--- config.mk ---
export PLATFORM = sky130hd
export DESIGN_NAME = vphy_ident_advert_regs
export DESIGN_NICKNAME = d
export VERILOG_FILES = /design/src/hw/vphy_regs_pkg.sv /design/src/hw/vphy_reg_if.sv /design/src/hw/vphy_adv_loader.sv /design/src/hw/vphy_mgmt_slave.sv /design/src/hw/vphy_ident_advert_regs.sv
export SDC_FILE = /design/constraint.sdc
export NUM_CORES = 1
export LEC_CHECK = 0
export BUFFER_PORTS_ARGS = -buffer_cell sky130_fd_sc_hd__buf_2
export CORE_MARGIN = 3
export CORE_UTILIZATION = 30
export DETAILED_ROUTE_END_ITERATION = 8
export SLEW_MARGIN = 20
export SYNTH_ARGS = -nofsm -noshare
export SYNTH_HDL_FRONTEND = slang
export SYNTH_SLANG_ARGS = --single-unit
export TNS_END_PERCENT = 50
--- constraint.sdc ---
create_clock -name mclk -period 2.4 [get_ports mclk]
set_clock_uncertainty 0.15 [all_clocks]
set_input_delay 0.36 -clock mclk [delete_from_list [all_inputs] [get_ports mclk]]
set_output_delay 0.36 -clock mclk [all_outputs]
set_load 0.01 [all_outputs]
--- src/hw/vphy_regs_pkg.sv ---
/*
 * Constants for the emulated PHY identifier and advertisement register bank:
 * offsets, management indices, field positions, write masks and reset values.
 * Assumes nothing of its surroundings; the management slave and bank files refer to it by name.
 */
package vphy_regs_pkg;

   ////////////////////////////////////////////////////////////////////////////////////////////
   // Word offsets on the 32-bit register port and indices on the management port
   localparam logic [9:0] OFFSET_IDENT_HIGH = 10'h1C8;
   localparam logic [9:0] OFFSET_IDENT_LOW = 10'h1CC;
   localparam logic [9:0] OFFSET_ADVERT = 10'h1D0;
   localparam logic [4:0] INDEX_IDENT_HIGH = 5'h02;
   localparam logic [4:0] INDEX_IDENT_LOW = 5'h03;
   localparam logic [4:0] INDEX_ADVERT = 5'h04;

   ////////////////////////////////////////////////////////////////////////////////////////////
   // Identifier low half fields; write mask and reset values for both halves
   localparam int OUI_LSB_POS = 10;
   localparam int MODEL_POS = 4;
   localparam int REVISION_POS = 0;
   localparam logic [15:0] IDENT_WRITE_MASK = 16'hFFFF;
   localparam logic [15:0] IDENT_HIGH_RESET = 16'h0000;
   localparam logic [15:0] IDENT_LOW_RESET = 16'h0000;

   ////////////////////////////////////////////////////////////////////////////////////////////
   // Advertisement fields
   localparam int NEXT_PAGE_POS = 15;
   localparam int REMOTE_FAULT_POS = 13;
   localparam int ASYM_PAUSE_POS = 11;
   localparam int SYM_PAUSE_POS = 10;
   localparam int T4_POS = 9;
   localparam int SELECTOR_POS = 0;
   localparam logic [15:0] ADVERT_WRITE_MASK = 16'h0DFF;
   localparam logic [15:0] ADVERT_RESET = 16'h01E1;
   localparam logic [4:0] SELECTOR_IEEE = 5'h01;

   ////////////////////////////////////////////////////////////////////////////////////////////
   // Management frame
   localparam logic [5:0] PREAMBLE_ONES = 6'h20;
   localparam logic [5:0] HEADER_BITS = 6'h0D;
   localparam logic [5:0] DATA_BITS = 6'h10;
   localparam logic [1:0] OP_READ = 2'h2;
   localparam logic [1:0] OP_WRITE = 2'h1;
   localparam logic [4:0] PHY_ADDR_DEFAULT = 5'h01;

   // Keeps the writable bits of new and the fixed bits of old
   function automatic logic [15:0] merge_masked(input logic [15:0] old_val,
                                                 input logic [15:0] new_val,
                                                 input logic [15:0] mask);
      merge_masked = (old_val & ~mask) | (new_val & mask);
   endfunction : merge_masked

endpackage : vphy_regs_pkg

--- src/hw/vphy_reg_if.sv ---
/*
 * Carrier between the register bank and its two internal writers: the serial
 * management slave and the advertisement loader. Single clock domain.
 */
interface vphy_reg_if;
   logic mgmt_we;
   logic [4:0] mgmt_idx;
   logic [15:0] mgmt_wdata;
   logic [15:0] mgmt_rdata;
   logic load_we;
   logic [15:0] load_data;

   modport mgmt_port (output mgmt_we, output mgmt_idx, output mgmt_wdata, input mgmt_rdata);
   modport load_port (output load_we, output load_data);
   modport bank (input mgmt_we, input mgmt_idx, input mgmt_wdata, output mgmt_rdata,
                 input load_we, input load_data);
endinterface : vphy_reg_if

--- src/hw/vphy_adv_loader.sv ---
/*
 * Advertisement loader: after reset release and on each reload pulse it asks
 * the EEPROM side for a word and writes the whole advertisement register.
 * Assumes the EEPROM side answers ee_req with a one-cycle ee_ack and data.
 */
module vphy_adv_loader (
   // Clock, reset, enable
   input wire logic mclk,
   input wire logic srst,
   input wire logic ce,
   // Reload command and EEPROM side
   input wire logic reload,
   output logic ee_req,
   input wire logic ee_ack,
   input wire logic [15:0] ee_data,
   // Bank side
   vphy_reg_if.load_port bus
);

   typedef enum logic [1:0] {LD_IDLE, LD_REQ} ld_state_t;
   typedef struct packed {
      ld_state_t state;
      logic req;
      logic we;
      logic [15:0] data;
   } ld_t;

   ld_t s_reg;
   ld_t s_next;

   ////////////////////////////////////////////////////////////////////////////////////////////
   always_comb begin
      s_next = s_reg;
      s_next.we = 1'b0;
      case (s_reg.state)
         LD_IDLE: begin
            if (reload) begin
               s_next.state = LD_REQ;
               s_next.req = 1'b1;
            end
         end
         LD_REQ: begin
            if (ee_ack) begin
               s_next.state = LD_IDLE;
               s_next.req = 1'b0;
               s_next.we = 1'b1;
               s_next.data = ee_data;
            end
         end
         default: begin
            s_next.state = LD_IDLE;
            s_next.req = 1'b0;
         end
      endcase
   end

   // Reset leaves a request pending, so the load follows every release
   always_ff @(posedge mclk) begin
      if (srst) begin
         s_reg <= '{state: LD_REQ, req: 1'b1, we: 1'b0, data: 16'h0000};
      end else if (ce) begin
         s_reg <= s_next;
      end
   end

   assign ee_req = s_reg.req;
   assign bus.load_we = s_reg.we;
   assign bus.load_data = s_reg.data;

endmodule : vphy_adv_loader

--- src/hw/vphy_mgmt_slave.sv ---
/*
 * Serial management slave: 32 preamble ones, start, opcode, PHY and register
 * address, turnaround and 16 data bits, sampled on rising management clock.
 * Assumes the host toggles mdc no faster than a quarter of mclk.
 */
module vphy_mgmt_slave #(
   parameter logic [4:0] PHY_ADDR = vphy_regs_pkg::PHY_ADDR_DEFAULT
) (
   // Clock, reset, enable
   input wire logic mclk,
   input wire logic srst,
   input wire logic ce,
   // Management pins
   input wire logic mdc,
   input wire logic mdio_in,
   output logic mdio_out,
   output logic mdio_oe_n,
   // Bank side
   vphy_reg_if.mgmt_port bus
);

   typedef enum logic [2:0] {MS_PRE, MS_HDR, MS_TA, MS_RDATA, MS_WDATA} ms_state_t;
   typedef struct packed {
      logic [1:0] mdc_s;
      logic [1:0] mdio_s;
      logic mdc_last;
      ms_state_t state;
      logic [5:0] cnt;
      logic [15:0] shift;
      logic [4:0] idx;
      logic we;
      logic dout;
      logic oe_n;
   } ms_t;

   ms_t s_reg;
   ms_t s_next;
   logic rise;
   logic bit_in;

   ////////////////////////////////////////////////////////////////////////////////////////////
   always_comb begin
      s_next = s_reg;
      s_next.mdc_s = {s_reg.mdc_s[0], mdc};
      s_next.mdio_s = {s_reg.mdio_s[0], mdio_in};
      s_next.mdc_last = s_reg.mdc_s[1];
      s_next.we = 1'b0;
      rise = s_reg.mdc_s[1] & ~s_reg.mdc_last;
      bit_in = s_reg.mdio_s[1];
      if (rise) begin
         case (s_reg.state)
            MS_PRE: begin
               if (bit_in) begin
                  if (s_reg.cnt != vphy_regs_pkg::PREAMBLE_ONES) begin
                     s_next.cnt = s_reg.cnt + 6'h01;
                  end
               end else if (s_reg.cnt == vphy_regs_pkg::PREAMBLE_ONES) begin
                  s_next.state = MS_HDR;
                  s_next.cnt = 6'h00;
                  s_next.shift = 16'h0000;
               end else begin
                  s_next.cnt = 6'h00;
               end
            end
            MS_HDR: begin
               // Collects start bit two, opcode, PHY and register address
               s_next.shift = {s_reg.shift[14:0], bit_in};
               s_next.cnt = s_reg.cnt + 6'h01;
               if (s_reg.cnt == vphy_regs_pkg::HEADER_BITS - 6'h01) begin
                  s_next.state = MS_TA;
                  s_next.cnt = 6'h00;
                  s_next.idx = {s_reg.shift[3:0], bit_in};
               end
            end
            MS_TA: begin
               s_next.cnt = s_reg.cnt + 6'h01;
               if (s_reg.shift[12] != 1'b1 || s_reg.shift[9:5] != PHY_ADDR) begin
                  s_next.state = MS_PRE;
                  s_next.cnt = 6'h00;
               end else if (s_reg.shift[11:10] == vphy_regs_pkg::OP_READ) begin
                  if (s_reg.cnt == 6'h00) begin
                     s_next.oe_n = 1'b0;
                     s_next.dout = 1'b0;
                  end else begin
                     s_next.state = MS_RDATA;
                     s_next.cnt = 6'h00;
                     s_next.shift = bus.mgmt_rdata;
                     s_next.dout = bus.mgmt_rdata[15];
                  end
               end else if (s_reg.shift[11:10] == vphy_regs_pkg::OP_WRITE) begin
                  if (s_reg.cnt != 6'h00) begin
                     s_next.state = MS_WDATA;
                     s_next.cnt = 6'h00;
                  end
               end else begin
                  s_next.state = MS_PRE;
                  s_next.cnt = 6'h00;
               end
            end
            MS_RDATA: begin
               s_next.cnt = s_reg.cnt + 6'h01;
               s_next.shift = {s_reg.shift[14:0], 1'b0};
               s_next.dout = s_reg.shift[14];
               if (s_reg.cnt == vphy_regs_pkg::DATA_BITS - 6'h01) begin
                  s_next.state = MS_PRE;
                  s_next.cnt = 6'h00;
                  s_next.oe_n = 1'b1;
                  s_next.dout = 1'b0;
               end
            end
            MS_WDATA: begin
               s_next.cnt = s_reg.cnt + 6'h01;
               s_next.shift = {s_reg.shift[14:0], bit_in};
               if (s_reg.cnt == vphy_regs_pkg::DATA_BITS - 6'h01) begin
                  s_next.state = MS_PRE;
                  s_next.cnt = 6'h00;
                  s_next.we = 1'b1;
               end
            end
            default: begin
               s_next.state = MS_PRE;
               s_next.cnt = 6'h00;
               s_next.oe_n = 1'b1;
            end
         endcase
      end
   end

   always_ff @(posedge mclk) begin
      if (srst) begin
         s_reg <= '{mdc_s: 2'h0, mdio_s: 2'h0, mdc_last: 1'b0, state: MS_PRE, cnt: 6'h00,
                    shift: 16'h0000, idx: 5'h00, we: 1'b0, dout: 1'b0, oe_n: 1'b1};
      end else if (ce) begin
         s_reg <= s_next;
      end
   end

   assign mdio_out = s_reg.dout;
   assign mdio_oe_n = s_reg.oe_n;
   assign bus.mgmt_we = s_reg.we;
   assign bus.mgmt_idx = s_reg.idx;
   assign bus.mgmt_wdata = s_reg.shift;

endmodule : vphy_mgmt_slave

--- src/hw/vphy_ident_advert_regs.sv ---
/*
 * Emulated PHY identifier and advertisement register bank with a 32-bit word
 * port, a serial management port and an EEPROM-fed advertisement loader.
 * Assumes reg_req and the EEPROM handshake come from logic on mclk; mdc, mdio
 * and the strap are pins and are synchronised here.
 */
// Overview of operation
// - Identifier low half sits at 0x1CC, index 3; upper 16 bits read zero.
// - Over serial management each register is the low 16 bits only.
// - Identifier low bits 15:10 hold writable OUI low six bits, reset zero.
// - Identifier low bits 9:4 hold writable model number, reset zero.
// - Identifier low bits 3:0 hold writable revision number, reset zero.
// - Advertisement register sits at 0x1D0, index 4.
// - Loader rewrites the whole advertisement after reset release and each reload.
// - Advertisement bit 15, next page, is read-only zero.
// - Advertisement bit 13, remote fault, is read-only zero.
// - Advertisement bits 11 and 10 are writable asymmetric and symmetric pause.
// - Pause bits reset to one when strap low, zero when strap high.
// - Strap is captured at reset release and held afterwards.
// - Advertisement bit 9, 100BASE-T4, is read-only zero.
// - Advertisement bits 8 to 5 are writable abilities resetting to one.
// - Selector field bits 4:0 writable, reset 00001; software writes only that.
// - Identifier high half at 0x1C8 is writable sixteen bits, reset zero.
module vphy_ident_advert_regs #(
   parameter logic [4:0] PHY_ADDR = vphy_regs_pkg::PHY_ADDR_DEFAULT
) (
   // Clock, reset, enable
   input wire logic mclk,
   input wire logic srst,
   input wire logic ce,
   // 32-bit register word port
   input wire logic reg_req,
   input wire logic reg_wr,
   input wire logic [9:0] reg_addr,
   input wire logic [31:0] reg_wdata,
   output logic [31:0] reg_rdata,
   output logic reg_ack,
   // Serial management pins
   input wire logic mdc,
   input wire logic mdio_in,
   output logic mdio_out,
   output logic mdio_oe_n,
   // Strap and EEPROM loader
   input wire logic flow_control_default_strap,
   input wire logic reload,
   output logic ee_req,
   input wire logic ee_ack,
   input wire logic [15:0] ee_data,
   // Register contents for the negotiation logic
   output logic [31:0] ident_word,
   output logic [15:0] advert_word
);

   typedef struct packed {
      logic [1:0] strap_s;
      logic strap;
      logic strap_pending;
      logic [15:0] ident_high;
      logic [15:0] ident_low;
      logic [15:0] advert;
      logic [31:0] rdata;
      logic ack;
   } bank_t;

   bank_t s_reg;
   bank_t s_next;
   vphy_reg_if link ();

   ////////////////////////////////////////////////////////////////////////////////////////////
   // Writers
   vphy_mgmt_slave #(.PHY_ADDR(PHY_ADDR)) mgmt_u (
      .mclk(mclk),
      .srst(srst),
      .ce(ce),
      .mdc(mdc),
      .mdio_in(mdio_in),
      .mdio_out(mdio_out),
      .mdio_oe_n(mdio_oe_n),
      .bus(link.mgmt_port)
   );

   vphy_adv_loader loader_u (
      .mclk(mclk),
      .srst(srst),
      .ce(ce),
      .reload(reload),
      .ee_req(ee_req),
      .ee_ack(ee_ack),
      .ee_data(ee_data),
      .bus(link.load_port)
   );

   ////////////////////////////////////////////////////////////////////////////////////////////
   // Helpers
   function automatic logic [15:0] read_index(input bank_t b, input logic [4:0] idx);
      case (idx)
         vphy_regs_pkg::INDEX_IDENT_HIGH: read_index = b.ident_high;
         vphy_regs_pkg::INDEX_IDENT_LOW: read_index = b.ident_low;
         vphy_regs_pkg::INDEX_ADVERT: read_index = b.advert;
         default: read_index = 16'h0000;
      endcase
   endfunction : read_index

   function automatic logic [4:0] index_of(input logic [9:0] addr);
      case (addr)
         vphy_regs_pkg::OFFSET_IDENT_HIGH: index_of = vphy_regs_pkg::INDEX_IDENT_HIGH;
         vphy_regs_pkg::OFFSET_IDENT_LOW: index_of = vphy_regs_pkg::INDEX_IDENT_LOW;
         vphy_regs_pkg::OFFSET_ADVERT: index_of = vphy_regs_pkg::INDEX_ADVERT;
         default: index_of = 5'h1F;
      endcase
   endfunction : index_of

   // Applies a 16-bit write to one register through its writable mask
   function automatic bank_t write_index(input bank_t b, input logic [4:0] idx,
                                         input logic [15:0] data);
      bank_t r;
      r = b;
      case (idx)
         vphy_regs_pkg::INDEX_IDENT_HIGH: begin
            r.ident_high = vphy_regs_pkg::merge_masked(b.ident_high, data,
                                                      vphy_regs_pkg::IDENT_WRITE_MASK);
         end
         vphy_regs_pkg::INDEX_IDENT_LOW: begin
            r.ident_low = vphy_regs_pkg::merge_masked(b.ident_low, data,
                                                     vphy_regs_pkg::IDENT_WRITE_MASK);
         end
         vphy_regs_pkg::INDEX_ADVERT: begin
            r.advert = vphy_regs_pkg::merge_masked(b.advert, data,
                                                  vphy_regs_pkg::ADVERT_WRITE_MASK);
         end
         default: begin
            r = b;
         end
      endcase
      write_index = r;
   endfunction : write_index

   ////////////////////////////////////////////////////////////////////////////////////////////
   // Next state: loader over word port over management port
   always_comb begin
      s_next = s_reg;
      s_next.strap_s = {s_reg.strap_s[0], flow_control_default_strap};
      s_next.ack = 1'b0;
      if (s_reg.strap_pending) begin
         s_next.strap_pending = 1'b0;
         s_next.advert[vphy_regs_pkg::ASYM_PAUSE_POS] = ~s_reg.strap;
         s_next.advert[vphy_regs_pkg::SYM_PAUSE_POS] = ~s_reg.strap;
      end
      if (link.mgmt_we) begin
         s_next = write_index(s_next, link.mgmt_idx, link.mgmt_wdata);
      end
      if (reg_req && reg_wr) begin
         s_next = write_index(s_next, index_of(reg_addr), reg_wdata[15:0]);
      end
      if (link.load_we) begin
         s_next.advert = link.load_data & vphy_regs_pkg::ADVERT_WRITE_MASK;
      end
      if (reg_req) begin
         s_next.ack = 1'b1;
         s_next.rdata = {16'h0000, read_index(s_reg, index_of(reg_addr))};
      end
   end

   // Strap follows its synchroniser through reset; the last value is kept
   always_ff @(posedge mclk) begin
      if (srst) begin
         s_reg.strap_s <= {s_reg.strap_s[0], flow_control_default_strap};
         s_reg.strap <= s_reg.strap_s[1];
         s_reg.strap_pending <= 1'b1;
         s_reg.ident_high <= vphy_regs_pkg::IDENT_HIGH_RESET;
         s_reg.ident_low <= vphy_regs_pkg::IDENT_LOW_RESET;
         s_reg.advert <= vphy_regs_pkg::ADVERT_RESET;
         s_reg.rdata <= 32'h00000000;
         s_reg.ack <= 1'b0;
      end else if (ce) begin
         s_reg <= s_next;
      end
   end

   assign link.mgmt_rdata = read_index(s_reg, link.mgmt_idx);
   assign reg_rdata = s_reg.rdata;
   assign reg_ack = s_reg.ack;
   assign ident_word = {s_reg.ident_high, s_reg.ident_low};
   assign advert_word = s_reg.advert;

endmodule : vphy_ident_advert_regs

==> out/results.tsv <==
metric	value	unit
gpl congestion	0.835	
outcome	finished, final reports clean	
number of flops mapped to enable cells by yosys	3	
per-cell routed wire length	18.6	um
Critical Path Source Type	flip-flop	
die area	26400	um2
I/O Buffers	130	
drt total wl	22600	um
synth unique cells	57	
maxcap violations	0	
VDD IR max	0.358	mV
setup tns final	0	ns
Slowest-stage cell, CP	a2111oi_2	
ANT nets after route	0	
area of the multi-input gates	3760	um2
fin nets	952	
most common cell in the synthesized netlist	dfxtp_1	
Most used DFF post-synth	dfxtp_1	
total number of vias	6420	
first-pass GRT wire length	34700	um
Data required, critical path	2.56	ns
# DRC	0	
Setup Buffers After CTS	0	
R2R Setup Slk	0.14	ns
Hold Path Cell Cnt	3	
Num CTS Buffers	17	
Final Max Slew Viols	0	
Yosys top cell area share	36.2	%
largest net degree at the start of global routing	50	
die width	163	um
Post-Syn Nets	894	
ant diodes	0	
Hold Crit Class	in -> reg	
max incr delay on CP	0.38	ns
standard-cell rows	56	
Final min period	2.26	ns
vias in the first global route	5946	
# setup viols final	0	
non-filler cells, final	1213	
static leakage	0.00340	uW
Worst-Margin Slew	0.831	ns
Synth Instances	824	
Cells after DPL	1182	
Post-Syn Area	7360	um2
DR iter-0 viols	825	
clock slew at reported path FFs	0.06	ns
worst-path fanout max	5	
Max Clock Freq	443	MHz
asr flop ratio synth	0	%
Final Hold Viols	0	
Area Growth Syn to Fin	17.4	%
initial antenna violation count	1	
number of synthesized register bits	136	
crit path setup slack, layout	0.140	ns
GRT Total Usage	16.9	%
Ys Warns	0	
CP Capture Type	flip-flop	
CTS Hold Bufs	0	
Seq. cell area	2750	um2
R2R cell count	8	
biggest area consumer among synthesized cells	dfxtp_1	
fill cell instance count of the final layout	2441	
WS Path Type	reg -> reg	
Sink Count	136	
Top Ports	152	
DP HPWL	16300	um
power density cells	619	nW/um2
fraction of layout cells with a size suffix above 1	28.6	%
critical path data arrival time	2.42	ns
DR pass1 iterations	7	
CTS max path bufs	2	
Mapped Avg Cell Area	8.93	um2
Synth top cells by count	dfxtp_1 (133), buf_4 (82), nand2_1 (62), mux2i_1 (54), clkbuf_1 (53)	
Clock Tree Root	clkbuf_16	
Layout Utilization	36.3	%
Overflow after GRT	0	
CTS tree	built	
Starting Density	30.9	%
drt via density	5.29	
PostCTS Resize Cnt	0	
Placement Setup Slack	-0.265	ns
Seq/Total Area, Yosys	37.4	%
worst-path cell chain	inv_1 -> ha_1 -> nand3b_1 -> a2111oi_2 -> buf_4 -> o32a_1 -> and3_1 -> mux2_2	
synth top area cells	dfxtp_1 (36%), buf_4 (8.4%), mux2i_1 (7.3%)	
Core ar.	23800	um2
Power Total	5350	uW
period utilization	94.2	%
Skew-Pair Late Insertion Delay	0.43	ns
Die Ht	163	um
htree depth	4	
Worst slew margin	44.5	%
==> layout by cell type (no fill, tap or decap), types with 3 or more instances in the layout <==
| cell type | instances |
|---|---|
| a211o_1 | 7 |
| a21oi_1 | 44 |
| a221o_1 | 5 |
| a222oi_1 | 22 |
| a22o_1 | 10 |
| a2bb2oi_1 | 15 |
| a311oi_1 | 6 |
| a31oi_1 | 4 |
| and2_1 | 27 |
| and3_1 | 6 |
| buf_12 | 5 |
| buf_2 | 130 |
| buf_4 | 45 |
| bufinv_16 | 3 |
| clkbuf_16 | 17 |
| clkinvlp_4 | 4 |
| dfxtp_1 | 133 |
| edfxtp_1 | 3 |
| inv_1 | 10 |
| inv_6 | 3 |
| mux2_2 | 33 |
| mux2i_1 | 54 |
| nand2_1 | 62 |
| nand2b_1 | 40 |
| nand3_1 | 11 |
| nand3b_1 | 5 |
| nor2_1 | 34 |
| nor2b_1 | 15 |
| nor3_1 | 18 |
| nor4_1 | 4 |
| o211ai_1 | 3 |
| o21ai_0 | 24 |
| o22ai_1 | 34 |
| o2bb2ai_1 | 16 |
| or3_1 | 3 |
==> cell families (layout without fill, tap and decap cells) <==
family,after synthesis,after routing,share of synthesized area (%)
AND/OR/NAND/NOR,241,241,17.3
AO/OA/AOI/OAI,205,205,20.2
buffers and inverters,151,221,12.1
flip-flops,136,136,37.4
multiplexers,87,87,12.4
adder cells (fa/ha/maj),2,2,0.340
XOR/XNOR,2,2,0.238
==> cell type report <==
cell class / instances / area share, %
tap: 319 / 4.62
clock buffer: 18 / 5.08
multi-input combinational: 537 / 43.5
inverter: 10 / 0.434
timing repair buffer: 180 / 12.6
clock inverter: 13 / 1.97
sequential: 136 / 31.8
==> power breakdown <==
group	switching (uW)	leakage [uW]	total, uW	internal [uW]
clock network	1060	0.000286	2720	1670
logic	178	0.00200	291	114
registers	39.3	0.00111	2340	2300
==> final timing paths <==
check                        start                         to
setup reg to reg  mgmt_u.s_reg[24]           mgmt_u.s_reg[32]
hold / removal          ee_data[3]  loader_u.bus.load_data[3]
setup / recovery  mgmt_u.s_reg[24]           mgmt_u.s_reg[32]
hold reg to reg       reg_rdata[3]               reg_rdata[3]
==> metal layers <==
layer | track usage, % | vias up | share of wire [%]
li1 | - | 3066 | -
met1 | 23.5 | 3014 | 45
met2 | 25.2 | 305 | 43
met3 | 4.83 | 33 | 11
met4 | 5.42 | 2 | 1.6
met5 | 0 | - | 0.044
==> per-stage QoR <==
| step | hold WS [ns] | instance area [um2] |
|---|---|---|
| global route | 0.0384 | 8640 |
| CTS | 0.00412 | 8640 |
| detailed placement | 0.287 | 8030 |
| global placement | 0.280 | 8020 |
| floorplan | 0.276 | 7360 |
| finish | 0.0242 | 8640 |
==> worst max-delay path: cells and delay by family, from the launching register on <==
family / cells / cell delay, ns
AOI/OAI and AO/OA: 2 / 0.56
adders and majority gates: 1 / 0.17
buffers and inverters: 2 / 0.25
DFF: 1 / 0.35
muxes: 1 / 0.35
and+or+nand+nor: 2 / 0.31
No activity file was read; power rests on OpenSTA's default activity.
